==> src/rtl/wrw_pkg.sv <==
package wrw_pkg;
  // Register map; the control register sits at byte offset 0x0c.
  localparam logic [11:0] WRW_CTRL_OFFSET = 12'h00c;
  localparam logic [7:0] WRW_CTRL_RESET = 8'h7f;
  localparam int WRW_ACT_BIT = 7;
  localparam int WRW_TOP_BIT = 6;
  localparam int WRW_COUNT_W = 7;
  // Step length in machine cycles and wake-up delay in CPU clocks.
  localparam int WRW_STEP_CYCLES = 49152;
  localparam int WRW_WAKE_CYCLES = 4096;
  // Reset pulse width: 500 ns at 10 ns per clock.
  localparam int WRW_PULSE_NS = 500;
  localparam int WRW_CLK_NS = 10;
  localparam int WRW_PULSE_CYCLES = (WRW_PULSE_NS + WRW_CLK_NS - 1) / WRW_CLK_NS;
  localparam logic [1:0] WRW_HTRANS_NONSEQ = 2'b10;
  typedef enum logic [1:0] {WRW_RUN, WRW_HALTED, WRW_WAKING} wrw_state_e;
endpackage : wrw_pkg

==> src/rtl/wrw_prescaler.sv <==
`timescale 1ns/1ps
`default_nettype none
module wrw_prescaler #(
  parameter int LENGTH = 49152
) (
  input wire logic hclk,
  input wire logic hresetn,
  input wire logic restart,
  input wire logic run,
  output logic tick
);
  localparam int W = $clog2(LENGTH);
  localparam logic [W-1:0] LAST = W'(LENGTH - 1);

  logic [W-1:0] cnt_reg;
  logic [W-1:0] cnt_next;
  wire at_last = (cnt_reg == LAST);

  assign cnt_next = restart ? '0 : (!run ? cnt_reg : (at_last ? '0 : cnt_reg + W'(1)));
  assign tick = run && !restart && at_last;

  always_ff @(posedge hclk or negedge hresetn)
  begin
    if (!hresetn)
      cnt_reg <= '0;
    else
      cnt_reg <= cnt_next;
  end
endmodule : wrw_prescaler
`default_nettype wire

==> src/rtl/wrw_watchdog.sv <==
// Notes on behaviour
// - Count field decrements once per 49,152 machine cycles; 64 programmable steps.
// - Enabled and count rolling 40h to 3Fh starts a 500 ns low reset pulse.
// - After any reset the watchdog is disabled, activation bit clear.
// - Activation bit set only by software; writing zero ignored; sticky until reset.
// - Write setting activation with top count bit clear resets immediately.
// - While halted the count freezes and no watchdog reset is produced.
// - After external-interrupt wake-up, counting resumes only after 4096 clocks.
// - Control register resets to 7Fh.
// - Bit 7 activation, bits 6:0 count; reads return the current count.
`timescale 1ns/1ps
`default_nettype none
module wrw_watchdog
  import wrw_pkg::*;
#(
  parameter int STEP_CYCLES = WRW_STEP_CYCLES,
  parameter int WAKE_CYCLES = WRW_WAKE_CYCLES
) (
  input wire logic hclk,
  input wire logic hresetn,
  input wire logic hsel,
  input wire logic [31:0] haddr,
  input wire logic [1:0] htrans,
  input wire logic hwrite,
  input wire logic [2:0] hsize,
  input wire logic [31:0] hwdata,
  input wire logic hready,
  output logic hreadyout,
  output logic hresp,
  output logic [31:0] hrdata,
  input wire logic halt_req,
  input wire logic ext_wake,
  output logic reset_n_out
);
  localparam int WW = $clog2(WAKE_CYCLES + 1);
  localparam int PW = $clog2(WRW_PULSE_CYCLES + 1);
  localparam logic [WW-1:0] WAKE_LAST = WW'(WAKE_CYCLES - 1);
  localparam logic [PW-1:0] PULSE_LEN = PW'(WRW_PULSE_CYCLES);
  localparam logic [WRW_COUNT_W-1:0] ROLL_FROM = 7'h40;

  // The block is one control register, a step prescaler, a seven-bit down counter and a
  // reset pulse stretcher. The halt sequencer only gates the prescaler; it never touches
  // the count, so software always reads back what the hardware will act on.

  ////////////////////////////////////////////////////////////////////////////
  // Bus slave: one-cycle address phase captured, zero-wait data phase.
  logic wr_pend_reg;
  logic [31:0] hrdata_reg;
  logic act_reg;
  logic [WRW_COUNT_W-1:0] count_reg;
  wire addr_take = hsel && hready && (htrans == WRW_HTRANS_NONSEQ);
  wire addr_hit = (haddr[11:0] == WRW_CTRL_OFFSET);
  wire ctrl_wr = wr_pend_reg;
  // Only the low byte carries the register; the upper write lanes are ignored.
  wire [7:0] wdata = hwdata[7:0];
  wire [31:0] rd_word = {24'h000000, act_reg, count_reg};
  // Reads sample the live count so software sees the decremented value.
  // The value is taken at the address phase, so a decrement that lands in the data
  // phase shows up only on the next read; software polling the count must allow for it.
  wire [31:0] rdata_next = (addr_take && !hwrite && addr_hit) ? rd_word : 32'h00000000;

  // The write strobe is carried into the data phase, where hwdata is valid.
  always_ff @(posedge hclk or negedge hresetn)
  begin
    if (!hresetn)
      wr_pend_reg <= 1'b0;
    else
      wr_pend_reg <= addr_take && hwrite && addr_hit;
  end

  // Read data come from a register and fall back to zero after every other cycle.
  always_ff @(posedge hclk or negedge hresetn)
  begin
    if (!hresetn)
      hrdata_reg <= 32'h00000000;
    else
      hrdata_reg <= rdata_next;
  end

  // The slave never stalls and never errors, so the handshake outputs are fixed.
  assign hreadyout = 1'b1;
  assign hresp = 1'b0;
  assign hrdata = hrdata_reg;

  ////////////////////////////////////////////////////////////////////////////
  // Halt and wake sequencing.
  // While halted the whole chip clock would be stopped; here the clock keeps running and
  // the sequencer simply holds the prescaler still. A wake request only counts in the
  // halted state, so a stray wake while running cannot shorten a step.
  wrw_state_e state_reg;
  wrw_state_e state_next;
  logic [WW-1:0] wake_reg;
  logic [WW-1:0] wake_next;
  wire wake_done = (wake_reg == WAKE_LAST);

  always_comb
  begin
    state_next = state_reg;
    wake_next = '0;
    case (state_reg)
      WRW_RUN:
        if (halt_req)
          state_next = WRW_HALTED;
      WRW_HALTED:
        if (ext_wake)
          state_next = WRW_WAKING;
      WRW_WAKING:
      begin
        wake_next = wake_reg + WW'(1);
        if (wake_done)
          state_next = WRW_RUN;
      end
      default:
        state_next = WRW_RUN;
    endcase
  end

  always_ff @(posedge hclk or negedge hresetn)
  begin
    if (!hresetn)
      state_reg <= WRW_RUN;
    else
      state_reg <= state_next;
  end

  // The wake counter is cleared outside the waking state, so every wake-up waits in full.
  always_ff @(posedge hclk or negedge hresetn)
  begin
    if (!hresetn)
      wake_reg <= '0;
    else
      wake_reg <= wake_next;
  end

  ////////////////////////////////////////////////////////////////////////////
  // Counter, activation and reset pulse.
  wire running = (state_reg == WRW_RUN);
  logic step_tick;

  // The prescaler keeps its partial count across a halt, so the first step after a
  // wake-up may be shorter than a full one; refreshing before halt avoids the surprise.

  wrw_prescaler #(
    .LENGTH(STEP_CYCLES)
  ) u_prescaler (
    .hclk(hclk),
    .hresetn(hresetn),
    .restart(ctrl_wr),
    .run(running),
    .tick(step_tick)
  );

  // Activation can only be added by a write; nothing but the block reset removes it.
  wire act_next = act_reg | (ctrl_wr & wdata[WRW_ACT_BIT]);
  // A write wins over a decrement in the same cycle, so a refresh is never lost.
  wire [WRW_COUNT_W-1:0] count_next = ctrl_wr ? wdata[WRW_COUNT_W-1:0] :
    (step_tick ? count_reg - 7'h01 : count_reg);
  wire roll_fire = step_tick && !ctrl_wr && act_reg && (count_reg == ROLL_FROM);
  // A write setting the activation bit with the top count bit clear acts as a software reset.
  wire soft_fire = ctrl_wr && wdata[WRW_ACT_BIT] && !wdata[WRW_TOP_BIT];
  logic [PW-1:0] pulse_reg;
  logic rst_out_reg;
  // A second fire during a running pulse is dropped: the system is already being reset,
  // and restarting the stretcher would only make the pulse length depend on software.
  wire fire = (roll_fire || soft_fire) && pulse_reg == '0;
  wire [PW-1:0] pulse_next = fire ? PULSE_LEN : (pulse_reg != '0 ? pulse_reg - PW'(1) : pulse_reg);

  always_ff @(posedge hclk or negedge hresetn)
  begin
    if (!hresetn)
      act_reg <= WRW_CTRL_RESET[WRW_ACT_BIT];
    else
      act_reg <= act_next;
  end

  always_ff @(posedge hclk or negedge hresetn)
  begin
    if (!hresetn)
      count_reg <= WRW_CTRL_RESET[WRW_COUNT_W-1:0];
    else
      count_reg <= count_next;
  end

  // The stretcher counts the remaining low cycles of the outgoing reset pulse.
  always_ff @(posedge hclk or negedge hresetn)
  begin
    if (!hresetn)
      pulse_reg <= '0;
    else
      pulse_reg <= pulse_next;
  end

  // The pin level is registered from the next stretcher value, so it goes low in the
  // same cycle as the stretcher is loaded and has no glitch from the decode logic.
  always_ff @(posedge hclk or negedge hresetn)
  begin
    if (!hresetn)
      rst_out_reg <= 1'b1;
    else
      rst_out_reg <= (pulse_next == '0);
  end

  // Only a reset request leaves this block; there is no interrupt.
  assign reset_n_out = rst_out_reg;
endmodule : wrw_watchdog
`default_nettype wire

==> config.mk <==
export PLATFORM = sky130hd
export DESIGN_NAME = wrw_watchdog
export DESIGN_NICKNAME = d
export VERILOG_FILES = /design/src/rtl/wrw_pkg.sv /design/src/rtl/wrw_prescaler.sv /design/src/rtl/wrw_watchdog.sv
export SDC_FILE = /design/constraint.sdc
export NUM_CORES = 1
export LEC_CHECK = 0
export ABC_CLOCK_PERIOD_IN_PS = 2730
export BUFFER_PORTS_ARGS = -buffer_cell sky130_fd_sc_hd__buf_2
export CAP_MARGIN = 20
export CORE_ASPECT_RATIO = 0.9
export CORE_MARGIN = 5
export CORE_UTILIZATION = 40
export CTS_CLUSTER_SIZE = 12
export DETAILED_ROUTE_END_ITERATION = 12
export PLACE_DENSITY_LB_ADDON = 0.2
export SLEW_MARGIN = 10
export SYNTH_ARGS = -nofsm -noshare
export SYNTH_HDL_FRONTEND = slang
export SYNTH_SLANG_ARGS = --single-unit
==> constraint.sdc <==
create_clock -name hclk -period 2.73 [get_ports hclk]
set_input_delay 0.4095 -clock hclk [delete_from_list [all_inputs] [get_ports hclk]]
set_output_delay 0.4095 -clock hclk [all_outputs]
set_load 0.02 [all_outputs]
==> flow_summary.ini <==
[setup_path]
r2r_slack_ps = 610
r2r-start = u_prescaler.cnt_reg[0]
r2r_cells = 6
start_kind = register
cp.required_ps = 2970
path_class = reg -> reg
worstSetupEndpointType = register
r2r-end = count_reg[2]
worstPathArrival_ps = 2360
crit_path_max_fanout = 11

[yosys]
ys_ff_latch = 55
synth.distinct_cells = 51
netlist_instances = 334
yosysSeqAreaShare = 0.447
netlist.area_leader.share = 0.379
synth_area_leaders = dfrtp_1, dfstp_2, buf_4
synth_area_per_cell_um2 = 9.28
syn_area_mm2 = 0.00310
synth_top_cell_by_area = dfrtp_1
yosys_warnings = 0
synth_flop_cell = dfrtp_1
synth_edf_count = 0
async_flop_share = 1.00

[place]
dp_slack_ps = 591
placed_cells = 459
port_buffers = 37
dpl.hpwl_um = 4650
gp_congestion = 0.821

[global_routing]
grt_pass1_vias = 2198
grt_pass1_wl_um = 10400
grt_busiest_layer = met1
use_met2 = 0.197
track_usage = 0.133
gr-usage-met3 = 0.0201
grt_max_degree = 56
overflow = 0
grt_util_met1 = 0.202
grt_antenna_before_repair = 0

[clock_tree]
clk_pin_slew_ps = 100
clockBufferDepth = 2
root_buffer = clkbuf_8
hold_buffers = 0
numCtsBuffers = 5
cts_resized = 0
clock_latency_ps = 310
cts.sink_count = 55
cts_tree = done
htree_levels = 2
post-cts-setup-buffers = 0

[floorplanning]
rows = 30
dieArea_mm2 = 0.00961
start_util = 0.411
die_h_um = 93.5
core_area_mm2 = 0.00754
io_pins = 111
die_w_um = 103

[finish]
synthToLayoutAreaGrowth_pct = 9.81
post-route-util = 0.451
fin_cells = 467
drive_gt1_frac = 0.173
fin_nets = 452
num_antenna_cells = 0
fillers = 742
largest_reg_flops = 16

[timing]
fin_crit_sh = 0.775
rsz0062_at_grt = no
fin_tns_setup_ps = 0
slew_headroom = 0.473
hold_viol_final = 0
setup_viol = 0
layout_setup_ws_ps = 613
period_needed_ps = 2120
fmax_ghz = 0.472
tightestPinTransition_ps = 788
slew_violations = 0
finClkSkew_ps = 13.3

[detailed_routing]
postRouteAntennaNets = 0
drt_pre_antenna_iters = 4
drc = 0
wl_per_cell_um = 13.6
vias_per_cell = 5.29
vias = 2469
wirelength_um = 6360
drtIter0Drc = 95

[pwr]
combinationalPowerShare = 0.196
switchingPower_uw = 572
power_frac_seq = 0.509
p_int_mw = 1.29
clock_power_share = 0.295
p_sw_frac = 0.307
peakVddDrop_mv = 0.241
p_leak_nw = 1.53
p_per_area_mw_per_mm2 = 547
p_total_mw = 1.86

[worst_hold_path]
hold_class = in -> async

[run_status]
outcome = finished, final reports clean

[job]
cap_violations = 0
how the worst max path moves through the flow:
stage | startpoint | end | depth (start not counted) | slack (ps)
after floorplan | u_prescaler.cnt_reg[0] | u_prescaler.cnt_reg[3] | 5 | 750
after global placement | pulse_reg[0] | reset_n_out | 6 | 630
after detailed placement | pulse_reg[0] | reset_n_out | 6 | 590
after CTS | pulse_reg[0] | reset_n_out | 6 | 570
after global routing | pulse_reg[0] | reset_n_out | 6 | 410
final | u_prescaler.cnt_reg[0] | count_reg[2] | 6 | 610
cell type report:
class	instances	area (µm²)	area share
timing repair buffer	41	215	0.0632
inverter	15	56.3	0.0165
clock buffer	6	72.6	0.0213
sequential	55	1390	0.407
tap	96	120	0.0353
clock inverter	2	38.8	0.0114
multi-input combinational	252	1520	0.445
logic make-up after synthesis:
| family | count (synthesis) | share of synthesized area |
|---|---|---|
| AOI/OAI and AO/OA | 54 | 0.118 |
| xor gates and xnor gates | 14 | 0.0395 |
| DFF | 55 | 0.447 |
| muxes | 2 | 0.00686 |
| other | 2 | 0.00242 |
| buffers and inverters | 51 | 0.0932 |
| and+or+nand+nor | 150 | 0.269 |
| adders and majority gates | 6 | 0.0242 |
critical path, stage by stage, from the launching register on:
cell and delay [ps]:
dfrtp_1 400, ha_1 210, and3_1 320, nand3_1 250
buf_4 240, or4_1 460, a31oi_1 170
through the flow:
| stage | area [µm²] | hold slack [ps] |
|---|---|---|
| 2_1_floorplan | 3190 | 114 |
| 3_5_place_dp | 3290 | 461 |
| 4_1_cts | 3400 | 248 |
| 3_3_place_gp | 3290 | 442 |
| 5_1_grt | 3400 | 280 |
| 6_report | 3400 | 220 |
synth_stat cells, types with 2 or more instances:
library cell	instances
nor4_1	9
a21oi_1	7
nor3_1	9
nand3_1	15
a31oi_1	11
nand2_1	17
nor2_1	36
nand2b_1	3
a21o_1	2
dfstp_2	8
o31ai_1	3
o21ai_0	14
ha_1	6
buf_4	26
o22ai_1	2
nor2b_1	2
or4_1	8
nand3b_1	3
or3_1	6
a221o_1	2
and4b_1	2
dfrtp_1	47
xnor2_1	6
nand4_1	14
or4_4	2
clkbuf_1	9
and3_1	7
a22o_1	3
conb_1	2
and2_1	6
xor2_1	8
and4_1	4
inv_1	15
o31a_1	3
per-layer routing:
metal	vias to the layer above	routed length, µm
met2	57	2830
li1	1235	-
met4	0	58
met1	1171	3200
met3	6	278
met5	-	0
power by group through the flow:
| stage | Clock (mW) | Combinational [mW] | Sequential [mW] |
|---|---|---|---|
| global route | 0.596 | 0.410 | 0.961 |
| finish | 0.550 | 0.364 | 0.948 |
| global placement | 0 | 0.363 | 0.959 |
| floorplan | 0 | 0.291 | 0.943 |
| CTS | 0.567 | 0.367 | 0.947 |
| detailed placement | 0 | 0.369 | 0.961 |
layout by cell type (no fill, tap or decap), types with 3 or more instances in the layout:
cell type	count
clkbuf_8	5
buf_4	4
a21oi_1	7
nand2b_1	3
inv_1	15
conb_1	26
nor3_1	9
and3_1	7
nand2_1	17
or3_1	6
or4_1	8
ha_1	6
nor4_1	9
o31ai_1	3
nor2_1	36
o21ai_0	14
and4_1	4
xnor2_1	6
nand4_1	14
a22o_1	3
and2_1	6
dfrtp_1	47
xor2_1	8
buf_2	37
o31a_1	3
nand3_1	15
nand3b_1	3
a31oi_1	11
dfstp_2	8
(Power assumes the default switching activity.)
